## src/prot_pkg.sv

```systemverilog
/*
 Constants, types and register map of the branch protector mode controller.
 Assumes a single 40 MHz clock and an asynchronous active-low reset.
*/
// Operation
// RULE1 - Run, setting and test modes, menu stepped
// RULE2 - First power-up enters setting mode
// RULE3 - Else power-up in run, connecting branches
// RULE4 - Run mode refuses every parameter change
// RULE5 - Each branch connects after its delay
// RULE6 - Delays 0 to 99.0 s, 0.1 s steps
// RULE7 - Entering run keeps branch on/off states
// RULE8 - Setting mode edits while protection continues
// RULE9 - Test mode forces branches, all off default
// RULE10 - Test keys pick branch, toggle it alone
// RULE11 - Test all-branches item uses sequencing
// RULE12 - Test mode only at level 0 or 1
// RULE13 - Levels: 0 all, 1 subset, 2 read-only
// RULE14 - Level defaults to 1
// RULE15 - Restore defaults item only at level 0
// RULE16 - No mode menu at levels 1, 2
// RULE17 - Restore: defaults, setting mode, off, level 1
// RULE18 - Indicator: green, flash green, red, flash red, dark
// RULE19 - Run keys cycle the display items
// RULE20 - Run mode clears selected peak current
// RULE21 - Mode, first-boot flag, level kept nonvolatile
// RULE22 - Keys debounced, one event per press
package prot_pkg;
	localparam int CLK_NS = 25;
	localparam int TENTH_NS = 100_000_000;
	localparam int TICK_CYC = TENTH_NS / CLK_NS;
	localparam int DEB_NS = 5_000_000;
	localparam int DEB_CYC = DEB_NS / CLK_NS;
	localparam int NBR = 4;
	localparam int NKEY = 4;
	localparam logic [9:0] DLY_MAX = 10'h3de;
	localparam logic [9:0] DLY_RST = 10'h000;
	localparam logic [3:0] FLASH_TICKS = 4'h5;
	localparam logic [1:0] LVL_RST = 2'h1;
	localparam logic [3:0] DISP_TOTAL = 4'h8;
	localparam logic [3:0] DISP_LAST = 4'ha;
	localparam logic [2:0] ITEM_RUN = 3'h0;
	localparam logic [2:0] ITEM_SET = 3'h1;
	localparam logic [2:0] ITEM_TEST = 3'h2;
	localparam logic [2:0] ITEM_LVL = 3'h3;
	localparam logic [2:0] ITEM_INIT = 3'h4;
	localparam logic [2:0] TEST_ALL = 3'h4;
	localparam logic [3:0] IDX_STATUS = 4'h0;
	localparam logic [3:0] IDX_START = 4'h1;
	localparam logic [3:0] IDX_STOP = 4'h5;
	localparam logic [3:0] IDX_PEAK = 4'h9;
	localparam logic [3:0] IDX_LEVEL = 4'hd;
	typedef enum logic [3:0] {
		M_RUN = 4'h1,
		M_SET = 4'h2,
		M_TEST = 4'h4,
		M_MENU = 4'h8
	} mode_t;
endpackage

```

## src/key_if.sv

```systemverilog
/*
 Debounced key press events passed from the key filter to the controller.
 Assumes one clock domain shared by both ends.
*/
`timescale 1ns/1ps
interface key_if;
	logic up;
	logic down;
	logic mode;
	logic menu;
	modport src(output up, down, mode, menu);
	modport dst(input up, down, mode, menu);
endinterface

```

## src/key_filter.sv

```systemverilog
/*
 Key debouncer: one press pulse per stable press of each front-panel key.
 Assumes raw keys active high and synchronous to clk.
*/
`timescale 1ns/1ps
module key_filter import prot_pkg::*; #(
	parameter int DEB = DEB_CYC
) (
	// Clock and reset
	input wire logic clk,
	input wire logic rst_b,
	// Raw keys: up, down, mode, menu
	input wire logic [NKEY-1:0] raw,
	// Press events
	key_if.src ev
);
	typedef struct packed {
		logic [NKEY-1:0][17:0] cnt;
		logic [NKEY-1:0] stable;
		logic [NKEY-1:0] press;
	} kf_t;
	kf_t q;
	kf_t next_q;

	always_comb begin
		next_q = q;
		next_q.press = '0;
		for (int i = 0; i < NKEY; i++) begin
			// Level must hold for the whole window before it counts
			if (raw[i] == q.stable[i]) begin
				next_q.cnt[i] = '0;
			end else if (q.cnt[i] == 18'(DEB - 1)) begin
				next_q.cnt[i] = '0;
				next_q.stable[i] = raw[i];
				next_q.press[i] = raw[i]; // RULE22
			end else begin
				next_q.cnt[i] = q.cnt[i] + 18'h1;
			end
		end
	end

	always_ff @(posedge clk or negedge rst_b) begin
		if (!rst_b) begin
			q <= '0;
		end else begin
			q <= next_q;
		end
	end

	assign ev.up = q.press[0];
	assign ev.down = q.press[1];
	assign ev.mode = q.press[2];
	assign ev.menu = q.press[3];
endmodule

```

## src/prot_ctrl.sv

```systemverilog
/*
 Mode controller of a four-branch DC protector: modes, menu, test forcing,
 start/stop sequencing, access levels, indicators, Avalon-MM register slave.
 Assumes synchronous keys, trip inputs and current samples; the nonvolatile
 store is outside and reports at reset whether it has been written.
*/
// The Avalon-MM register port and the register addresses were chosen for this implementation.
`timescale 1ns/1ps
module prot_ctrl import prot_pkg::*; #(
	parameter int TICK = TICK_CYC,
	parameter int DEB = DEB_CYC
) (
	// Clock and reset
	input wire logic clk,
	input wire logic rst_b,
	// Avalon-MM slave
	input wire logic [5:0] avs_address,
	input wire logic avs_read,
	input wire logic avs_write,
	input wire logic [31:0] avs_writedata,
	output logic [31:0] avs_readdata,
	output logic avs_waitrequest,
	// Front panel keys: up, down, mode, menu
	input wire logic [NKEY-1:0] key_raw,
	// Branch measurement and protection events
	input wire logic [NBR-1:0][7:0] branch_current,
	input wire logic [NBR-1:0] trip_abn,
	input wire logic [NBR-1:0] trip_lim,
	// Nonvolatile store
	input wire logic nv_used,
	output logic [3:0] nv_mode,
	output logic [1:0] nv_level,
	// Branch switches, indicators and display selection
	output logic [NBR-1:0] branch_on,
	output logic [NBR-1:0] led_green,
	output logic [NBR-1:0] led_red,
	output logic [3:0] disp_sel
);
	typedef struct packed {
		mode_t mode;
		logic [1:0] level;
		logic [2:0] cursor;
		logic [3:0] disp;
		logic [NBR-1:0] want;
		logic [NBR-1:0] on;
		logic [NBR-1:0] abn;
		logic [NBR-1:0] lim;
		logic [NBR-1:0][9:0] cnt;
		logic [NBR-1:0][9:0] start_dly;
		logic [NBR-1:0][9:0] stop_dly;
		logic [NBR-1:0][7:0] peak;
		logic [21:0] tick_cnt;
		logic tick;
		logic [3:0] flash_cnt;
		logic flash;
		logic booted;
		logic waitrequest;
		logic [31:0] readdata;
		logic [NBR-1:0] green;
		logic [NBR-1:0] red;
	} st_t;

	st_t q;
	st_t next_q;
	key_if k ();

	key_filter #(.DEB(DEB)) u_keys (
		.clk(clk),
		.rst_b(rst_b),
		.raw(key_raw),
		.ev(k)
	);

	logic [3:0] idx;
	logic wr_take;
	logic [1:0] sel;
	logic [9:0] wval;
	assign idx = avs_address[5:2];
	assign sel = idx[1:0] - 2'h1;
	assign wr_take = avs_write && !q.waitrequest;
	assign wval = (avs_writedata[9:0] > DLY_MAX) ? DLY_MAX : avs_writedata[9:0];

	function automatic logic [31:0] rd_mux(input st_t s, input logic [3:0] i);
		logic [31:0] r;
		logic [1:0] b;
		r = '0;
		b = i[1:0] - 2'h1;
		if (i == IDX_STATUS) begin
			r = {3'h0, s.cursor, s.disp, s.lim, s.abn, s.want & ~s.on, s.on, s.level, s.mode};
		end else if (i >= IDX_START && i < IDX_STOP) begin
			r = {22'h0, s.start_dly[b]};
		end else if (i >= IDX_STOP && i < IDX_PEAK) begin
			r = {22'h0, s.stop_dly[b]};
		end else if (i >= IDX_PEAK && i < IDX_LEVEL) begin
			r = {24'h0, s.peak[b]};
		end else if (i == IDX_LEVEL) begin
			r = {30'h0, s.level};
		end
		return r;
	endfunction

	always_comb begin
		next_q = q;
		// Avalon: one wait cycle, then a single-cycle answer
		next_q.waitrequest = !((avs_read || avs_write) && q.waitrequest);
		if (avs_read && q.waitrequest) begin
			next_q.readdata = rd_mux(q, idx);
		end
		// Level is the software key to the panel, so it is writable at any level
		if (wr_take && idx == IDX_LEVEL && avs_writedata[1:0] != 2'h3) begin
			next_q.level = avs_writedata[1:0];
		end
		if (wr_take && q.mode == M_SET && q.level != 2'h2) begin // RULE4 RULE13
			if (idx >= IDX_START && idx < IDX_STOP) begin
				next_q.start_dly[sel] = wval; // RULE6 RULE8
			end
			// Stop delays are the subset reserved for level 0
			if (idx >= IDX_STOP && idx < IDX_PEAK && q.level == 2'h0) begin
				next_q.stop_dly[sel] = wval; // RULE6
			end
		end
		// Tenth-second tick and half-second flash
		next_q.tick = 1'b0;
		if (q.tick_cnt == 22'(TICK - 1)) begin
			next_q.tick_cnt = '0;
			next_q.tick = 1'b1;
		end else begin
			next_q.tick_cnt = q.tick_cnt + 22'h1;
		end
		if (q.tick) begin
			if (q.flash_cnt == FLASH_TICKS - 4'h1) begin
				next_q.flash_cnt = '0;
				next_q.flash = !q.flash;
			end else begin
				next_q.flash_cnt = q.flash_cnt + 4'h1;
			end
		end
		// Peak tracking runs in every mode
		for (int i = 0; i < NBR; i++) begin
			if (branch_current[i] > q.peak[i]) begin
				next_q.peak[i] = branch_current[i];
			end
		end
		// Mode and key handling
		if (!q.booted) begin
			next_q.booted = 1'b1;
			if (!nv_used) begin
				next_q.mode = M_SET; // RULE2
			end else begin
				next_q.mode = M_RUN; // RULE3
				next_q.want = '1;
				next_q.cnt = q.start_dly; // RULE5
			end
		end else if (k.menu && q.mode != M_MENU && q.level == 2'h0) begin
			next_q.mode = M_MENU; // RULE16
			next_q.cursor = ITEM_RUN;
		end else begin
			case (q.mode)
				M_RUN: begin
					if (k.up) begin
						next_q.disp = (q.disp == DISP_LAST) ? 4'h0 : q.disp + 4'h1; // RULE19
					end else if (k.down) begin
						next_q.disp = (q.disp == 4'h0) ? DISP_LAST : q.disp - 4'h1; // RULE19
					end else if (k.mode && q.disp < DISP_TOTAL && q.disp[0]) begin
						next_q.peak[q.disp[2:1]] = branch_current[q.disp[2:1]]; // RULE20
					end
				end
				M_SET: begin
				end
				M_TEST: begin
					if (k.up) begin
						next_q.cursor = (q.cursor == TEST_ALL) ? 3'h0 : q.cursor + 3'h1; // RULE10
					end else if (k.down) begin
						next_q.cursor = (q.cursor == 3'h0) ? TEST_ALL : q.cursor - 3'h1; // RULE10
					end else if (k.mode && q.cursor == TEST_ALL) begin
						// All-branch switching goes through the sequencer
						next_q.want = (q.want == '0) ? '1 : '0; // RULE11
						next_q.cnt = (q.want == '0) ? q.start_dly : q.stop_dly; // RULE11
					end else if (k.mode) begin
						next_q.want[q.cursor[1:0]] = !q.on[q.cursor[1:0]]; // RULE10
						next_q.on[q.cursor[1:0]] = !q.on[q.cursor[1:0]]; // RULE9
						next_q.cnt[q.cursor[1:0]] = '0;
					end
				end
				M_MENU: begin
					if (k.up) begin
						next_q.cursor = (q.cursor == ITEM_INIT) ? ITEM_RUN : q.cursor + 3'h1; // RULE1 RULE15
					end else if (k.down) begin
						next_q.cursor = (q.cursor == ITEM_RUN) ? ITEM_INIT : q.cursor - 3'h1; // RULE1
					end else if (k.mode) begin
						case (q.cursor)
							ITEM_RUN: next_q.mode = M_RUN; // RULE7
							ITEM_SET: next_q.mode = M_SET;
							ITEM_TEST: begin
								if (q.level != 2'h2) begin // RULE12
									next_q.mode = M_TEST;
									next_q.cursor = 3'h0;
									next_q.want = '0; // RULE9
									next_q.on = '0; // RULE9
								end
							end
							ITEM_LVL: next_q.level = (q.level == 2'h2) ? 2'h0 : q.level + 2'h1; // RULE13
							ITEM_INIT: begin
								if (q.level == 2'h0) begin // RULE15
									next_q.mode = M_SET; // RULE17
									next_q.level = LVL_RST; // RULE17 RULE14
									next_q.want = '0;
									next_q.on = '0; // RULE17
									next_q.cnt = '0;
									next_q.start_dly = {NBR{DLY_RST}}; // RULE17
									next_q.stop_dly = {NBR{DLY_RST}};
									next_q.peak = '0;
									next_q.disp = '0;
								end
							end
							default: next_q.mode = q.mode;
						endcase
					end
				end
				default: next_q.mode = M_SET;
			endcase
		end
		// Sequencer and protection per branch; runs in every mode
		for (int i = 0; i < NBR; i++) begin
			if (trip_abn[i] || trip_lim[i]) begin
				next_q.want[i] = 1'b0;
				next_q.on[i] = 1'b0;
				next_q.abn[i] = q.abn[i] | trip_abn[i];
				next_q.lim[i] = q.lim[i] | trip_lim[i];
			end else if (next_q.want[i] != q.want[i]) begin
				// A key action owns the branch this cycle, so a stale request cannot reconnect it
				if (next_q.want[i]) begin
					next_q.abn[i] = 1'b0;
					next_q.lim[i] = 1'b0;
				end
			end else if (q.want[i] != q.on[i] && q.booted) begin
				if (q.cnt[i] == 10'h0) begin
					next_q.on[i] = q.want[i]; // RULE5
				end else if (q.tick) begin
					next_q.cnt[i] = q.cnt[i] - 10'h1; // RULE5
				end
			end
			// Indicator encoding
			next_q.green[i] = q.on[i] | (q.want[i] & !q.on[i] & q.flash); // RULE18
			next_q.red[i] = q.abn[i] | (q.lim[i] & q.flash); // RULE18
		end
	end

	always_ff @(posedge clk or negedge rst_b) begin
		if (!rst_b) begin
			q <= '0;
			q.mode <= M_SET;
			q.level <= LVL_RST; // RULE14
			q.waitrequest <= 1'b1;
		end else begin
			q <= next_q;
		end
	end

	// Registered outputs; mode and level go to the nonvolatile store
	assign avs_readdata = q.readdata;
	assign avs_waitrequest = q.waitrequest;
	assign nv_mode = q.mode; // RULE21
	assign nv_level = q.level; // RULE21
	assign branch_on = q.on;
	assign led_green = q.green;
	assign led_red = q.red;
	assign disp_sel = q.disp;

	// Per-branch checks
	for (genvar g = 0; g < NBR; g++) begin : gen_chk

	end
endmodule

```

## config.mk

```make
export PLATFORM = sky130hd
export DESIGN_NAME = prot_ctrl
export DESIGN_NICKNAME = d
export VERILOG_FILES = /design/src/prot_pkg.sv /design/src/key_if.sv /design/src/key_filter.sv /design/src/prot_ctrl.sv
export SDC_FILE = /design/constraint.sdc
export NUM_CORES = 1
export LEC_CHECK = 0
export BUFFER_PORTS_ARGS = -buffer_cell sky130_fd_sc_hd__clkbuf_2
export CAP_MARGIN = 20
export CELL_PAD_IN_SITES_DETAIL_PLACEMENT = 0
export CELL_PAD_IN_SITES_GLOBAL_PLACEMENT = 1
export CORE_MARGIN = 5
export CORE_UTILIZATION = 29
export DETAILED_ROUTE_END_ITERATION = 10
export PLACE_DENSITY_LB_ADDON = 0.1
export SYNTH_ARGS = -nofsm -noshare
export SYNTH_HDL_FRONTEND = slang
export SYNTH_SLANG_ARGS = --single-unit
```

## constraint.sdc

```tcl
create_clock -name clk -period 8.6 [get_ports clk]
set_input_delay 0.43 -clock clk [delete_from_list [all_inputs] [get_ports clk]]
set_output_delay 0.43 -clock clk [all_outputs]
set_load 0.02 [all_outputs]
```

==> run_results.csv, run 1 <==
group,metric,value,unit
pwr,p_leak,9.340,nW
worst_setup_path,path_delay_family,"simple AND/OR/NAND/NOR gates",
route,routedWlPerCell,20.16,um
synthesis,synth_adder_area_share,4.203,%
synthesis,yosysTopAreaCellShare,42.69,%
worst_setup_path,max_stage_delay,830,ps
sta,rsz0062_at_grt,"false",
grt,grt_pass1_wl,93.55,mm
synthesis,yosysMostFrequentCell,"dfrtp_1",
synthesis,netlist_instances,2085,
sta,hold_viol_final,0,
synthesis,synthXorXnorAreaFrac,4.230,%
worst_setup_path,path_buf_inv,1,
sta,relSlewSlack,32.15,%
sta,tightestPinTransition,1009,ps
sta,setup_viol,0,
floorplanning,row_count,94,
synthesis,muxShareOfSynthArea,7.553,%
sta,fin_crit_sh,50.20,%
sta,skew,26.64,ps
synthesis,synthTopCellsByCount,"325 x dfrtp_1, 296 x nand2_1, 233 x nor2_1",
pwr,power_density,222.5,nW/um^2
final_layout,antenna_cells,0,
clock_network,clk_pin_slew,50,ps
clock_network,cts_buffers,43,
flow_run,cap_viol_max_count,0,
worst_setup_path,critPathSlowestCell,"nor4b_2",
floorplanning,coreArea,65510,um^2
route,vias,15100,
floorplanning,die_x,266.3,um
route,vias_per_cell,5.047,
route,dr.first_iter.drc_count,996,
placement,gp_congestion,0.8134,
grt,grt_antenna_before_repair,1,
grt,grt_pass1_vias,14970,
grt,grt_start_max_net_pins,151,
synthesis,yosysUniqueCellTypes,79,
worst_hold_path,holdCritPathClass,"in2reg",
synthesis,yosys.area.top_type,"dfrtp_1",
worst_setup_path,cp.required,9040,ps
synthesis,synth_area_leaders,"dfrtp_1 43%, nand2_1 5.8%, nor2_1 4.6%",
placement,place_inst,2912,
sta,slew_violations,0,
route,drtPass1Iterations,7,
sta,setup-tns-final,0,ps
synthesis,synth_top_family_by_area,"simple AND/OR/NAND/NOR gates",
run_status,status,"complete, no violations",
synthesis,synth_compound_area_share,14.49,%
clock_network,insertion_delay,580,ps
sta,final.min_clock_period,4317,ps
final_layout,fin_nets,2247,
clock_network,cts_tree,"done",
clock_network,cts_max_level,2,
pwr,p_total,4.779,mW
clock_network,cts_max_path_buffers,3,
synthesis,synth_seq_cells,328,
route,drtAntennaViolNets,0,
synthesis,avgSynthCellArea,9.137,um^2
synthesis,syn_area,19050,um^2
placement,port_buffers,114,
synthesis,yosys.area_share.simple,20.29,%
synthesis,synth-edff-count,0,
grt,gr-total-overflow,0,
grt,grt_usage,16.77,%
route,route.detailed.drc,0,
worst_setup_path,endpoint_kind,"register",
worst_setup_path,start_kind,"register",
floorplanning,die-area,70920,um^2
worst_setup_path,critical_path_class,"reg2reg",
placement,place_hpwl,43.20,mm
floorplanning,start_util,29.08,%
clock_network,cts_resized,0,
sta,max_freq,231.6,MHz
synthesis,synth_ff_type,"dfrtp_1",
floorplanning,pin_count,142,
worst_setup_path,crit_chain,"inv_1 > ha_1 > ha_1 > nor4b_2 > nand3_1 > a221o_1 > a22oi_4 > or2_1 > nor3_1 > or3_1",
clock_network,cts-root-buf,"clkbuf_16",
floorplanning,fp.dieH,266.3,um
clock_network,clock_sinks,328,
route,drt-total-wl,60.30,mm
final_layout,drive_gt1_share,12.69,%
worst_setup_path,worstPathArrival,4750,ps
pwr,ir_worst_vdd,129.4,uV
synthesis,async_flop_share,100.0,%
final_layout,final_cell_count_no_fill,2991,
final_layout,area_growth,12.73,%
synthesis,yosysWarnings,0,
worst_setup_path,critical_path.most_common_cell,"ha_1",
synthesis,yosysSeqAreaShare,43.10,%
worst_setup_path,worstPathMaxFanout,26,
logic make-up after synthesis:
logic type,after synthesis
and+or+nand+nor,831
adders and majority gates,64
other,2
muxes,97
AOI/OAI and AO/OA,427
xor gates and xnor gates,92
DFF,328
buffers and inverters,244
stage by stage:
step	instance area (um^2)	setup WS [ps]	util [%]	hold slack (ps)
floorplan	19060	5220	-	134.4
global placement	20020	4366	30.56	405.4
detailed placement	20020	4338	30.56	408.2
CTS	21460	4314	32.76	14.74
global route	21480	4108	32.78	30.57
finish	21480	4283	32.78	45.72
placed cells by master (no fill, tap or decap), types with 16 or more instances in the layout:
cell,Yosys,final
nor4_1,19,18
clkbuf_2,0,113
xnor2_1,36,36
a21oi_1,112,112
a211oi_1,47,47
mux2i_1,56,56
nor3_1,31,31
clkbuf_16,0,44
nand3_1,77,77
a22o_1,18,18
nand4_1,20,20
nor2_1,233,231
dfrtp_1,325,325
a22oi_1,16,16
inv_1,73,73
and3_1,40,40
nor2b_1,26,26
nand2b_1,19,19
nand2_1,296,295
mux4_2,37,37
xor2_1,56,56
o21ai_0,105,105
ha_1,64,64
buf_4,61,18
where the power goes:
| part | switching [mW] | internal [mW] |
|---|---|---|
| combinational | 0.567 | 0.431 |
| sequential | 0.198 | 1.73 |
| clock | 0.722 | 1.13 |
| total | 1.49 | 3.29 |
repair_timing:
| item | in CTS | in global routing |
|---|---|---|
| setup buffers | 0 | 0 |
| endpoints found under the hold margin | 50 | 0 |
| hold buffers | 1 | 0 |
| setup endpoints to repair | 0 | 0 |
metal layers:
layer  global-route usage, %  share of wire [%]  routed length [um]  vias up
met5                       0                  0                   0        -
met2                   26.15                 45               26860      338
met1                   24.13                 48               28740     7384
li1                        -                  -                   -     7301
met3                   3.214                5.5                3307       72
met4                   4.160                2.3                1385        0
registers in the layout, summed over array words and instances (netlist names), 2 cells and up:
register and count:
q 196, u_keys.q 76, avs_readdata 29, branch_on 4, disp_sel 4, led_green 4
led_red 4, nv_mode 4, nv_level 2
worst reg2reg max path: stages, from the launching register on:
cell	delay (ps)
dfrtp_1	470
inv_1	120
ha_1	360
ha_1	600
nor4b_2	830
nand3_1	160
a221o_1	410
a22oi_4	330
or2_1	470
nor3_1	70
or3_1	370
layout make-up:
cell class,count,area (um^2)
clock buffer,65,1260
clock inverter,11,173.9
fill,6808,44030
inverter,73,274.0
multi-input combinational,1515,9726
sequential,328,8212
tap,864,1081
timing repair buffer,135,750.7
worst paths after layout:
| path | from | depth (start not counted) | to | slack, ps |
|---|---|---|---|---|
| setup / recovery | q[242] | 10 | q[188] | 4280 |
| max in group asynchronous | rst_b | 3 | q[51] | 6950 |
| hold / removal | avs_write | 2 | avs_waitrequest | 50 |
| setup reg to reg | q[242] | 10 | q[188] | 4280 |
| min in group asynchronous | rst_b | 2 | q[96] | 400 |
| hold reg to reg | avs_readdata[23] | 2 | avs_readdata[23] | 480 |
No activity file was read; power rests on OpenSTA's default activity.
==> run 2: changes to the inputs <==
Clock period 8.6 ns to 4.2 ns, I/O delays scaled along.
==> run_results.csv, run 2 (synthesis gave the netlist of run 1 again) <==
group,metric,value,unit
sta,skew,21.49,ps
worst_setup_path,r2r_start,"q[242]",
final_layout,area_growth,15.93,%
worst_setup_path,startpoint,"q[242]",
worst_setup_path,crit_end,"q[188]",
final_layout,top_register,"q",
sta,layout_setup_ws,471.5,ps
clock_network,cts_buffers,43,
flow_run,cap_viol_max_count,0,
grt,grt_start_max_net_pins,102,
pwr,power_density,451.2,nW/um^2
worst_setup_path,critPathSlowestCell,"nor4b_2",
final_layout,largest_reg_flops,196,
clock_network,postCtsHoldBufs,36,
sta,rsz0062_at_grt,"false",
clock_network,cts_tree,"done",
floorplanning,coreArea,65510,um^2
worst_setup_path,ff2ff_path_depth,11,
sta,hold_viol_final,0,
worst_setup_path,reg2reg_slack,470,ps
grt,grt_pass1_vias,15180,
route,drtPass1Iterations,6,
sta,relSlewSlack,33.46,%
worst_setup_path,worstPathArrival,4160,ps
clock_network,cts-root-buf,"clkbuf_16",
placement,place_ws,497.1,ps
grt,grt_pass1_wl,95.51,mm
route,route.detailed.drc,0,
worst_setup_path,cp.required,4630,ps
final_layout,seq_area,8212,um^2
worst_setup_path,endpoint_kind,"register",
clock_network,clk_pin_slew,50,ps
floorplanning,die_x,266.3,um
route,dr.first_iter.drc_count,1165,
route,drtAntennaViolNets,0,
clock_network,insertion_delay,570,ps
sta,setup-tns-final,0,ps
pwr,p_total,9.965,mW
final_layout,final_cell_mix,"325 x dfrtp_1, 295 x nand2_1, 231 x nor2_1",
placement,gp_congestion,0.8819,
clock_network,clock_sinks,328,
clock_network,cts_setup_buffers,0,
floorplanning,row_count,94,
sta,max_freq,268.2,MHz
placement,place_hpwl,44.91,mm
worst_hold_path,holdCritPathClass,"in2reg",
sta,setup_viol,0,
worst_setup_path,start_kind,"register",
route,vias_per_cell,5.038,
clock_network,cts_max_path_buffers,3,
grt,grt_usage,17.15,%
final_layout,multiInputGateArea,9726,um^2
floorplanning,pin_count,142,
clock_network,cts_max_level,2,
pwr,ir_worst_vdd,261.0,uV
worst_setup_path,max_stage_delay,690,ps
final_layout,final_core_util,33.71,%
sta,tightestPinTransition,998.1,ps
worst_setup_path,crit_chain,"inv_1 > ha_1 > ha_1 > nor4b_2 > nand3_1 > a221o_1 > a22oi_4 > or2_1 > buf_4 > nor3_1 > or3_1",
route,routedWlPerCell,20.32,um
final_layout,nFillCells,6784,
final_layout,drive_gt1_share,13.47,%
placement,place_inst,2931,
final_layout,final_common_cell,"dfrtp_1",
floorplanning,start_util,29.08,%
worst_setup_path,reg2reg_to,"q[188]",
sta,final.min_clock_period,3729,ps
floorplanning,fp.dieH,266.3,um
placement,port_buffers,114,
pwr,p_leak,9.632,nW
worst_setup_path,critical_path_class,"reg2reg",
worst_setup_path,worstPathMaxFanout,12,
run_status,status,"complete, no violations",
worst_setup_path,critical_path.most_common_cell,"ha_1",
sta,slew_violations,0,
route,vias,15360,
floorplanning,die-area,70920,um^2
sta,fin_crit_sh,88.77,%
route,drt-total-wl,61.93,mm
grt,gr-total-overflow,0,
grt,grt_antenna_before_repair,3,
final_layout,final_cell_count_no_fill,3048,
final_layout,fin_nets,2300,
clock_network,cts_resized,0,
-- run 2: cell type report --
cell class	count	share of cell area [%]
multi-input combinational	1515	44.04
sequential	328	37.18
clock buffer	69	6.141
timing repair buffer	188	5.813
tap	864	4.895
inverter	73	1.241
clock inverter	10	0.6798
antenna	1	0.01133
-- run 2: worst min path at each step --
| stage | startpoint | end | slack [ps] | cells past startpoint |
|---|---|---|---|---|
| CTS | branch_current[30] | q[100] | 2 | 3 |
| global route | avs_writedata[6] | q[178] | 30 | 3 |
| finish | branch_current[15] | q[85] | 20 | 3 |
| floorplan | rst_b | avs_readdata[0] | -90 | 0 |
| detailed placement | rst_b | q[95] | 340 | 1 |
| global placement | rst_b | q[95] | 350 | 1 |
-- run 2: where the power goes --
group	internal, mW	total [mW]	switching (mW)
clock	2.45	3.90	1.45
combinational	0.928	2.10	1.17
sequential	3.55	3.97	0.423
-- run 2: metrics by stage --
step	hold slack, ps	instance area [um^2]
floorplan	-85.59	19060
global placement	345.1	20200
detailed placement	342.1	20200
CTS	1.754	22070
global route	33.50	22080
finish	21.81	22080
-- run 2: worst max-delay path: cells and delay by family, from the launching register on --
family | cells | cell delay (ps)
AOI/OAI and AO/OA | 2 | 740
buffers and inverters | 2 | 320
DFF | 1 | 470
and+or+nand+nor | 5 | 1460
adders and majority gates | 2 | 590
-- run 2: per-layer routing --
metal | global-route usage, % | vias up | wire [um]
met1 | 25.55 | 7495 | 30050
met4 | 4.536 | 4 | 1500
met3 | 2.844 | 80 | 3359
met2 | 25.91 | 360 | 26990
li1 | - | 7417 | -
met5 | 0 | - | 30
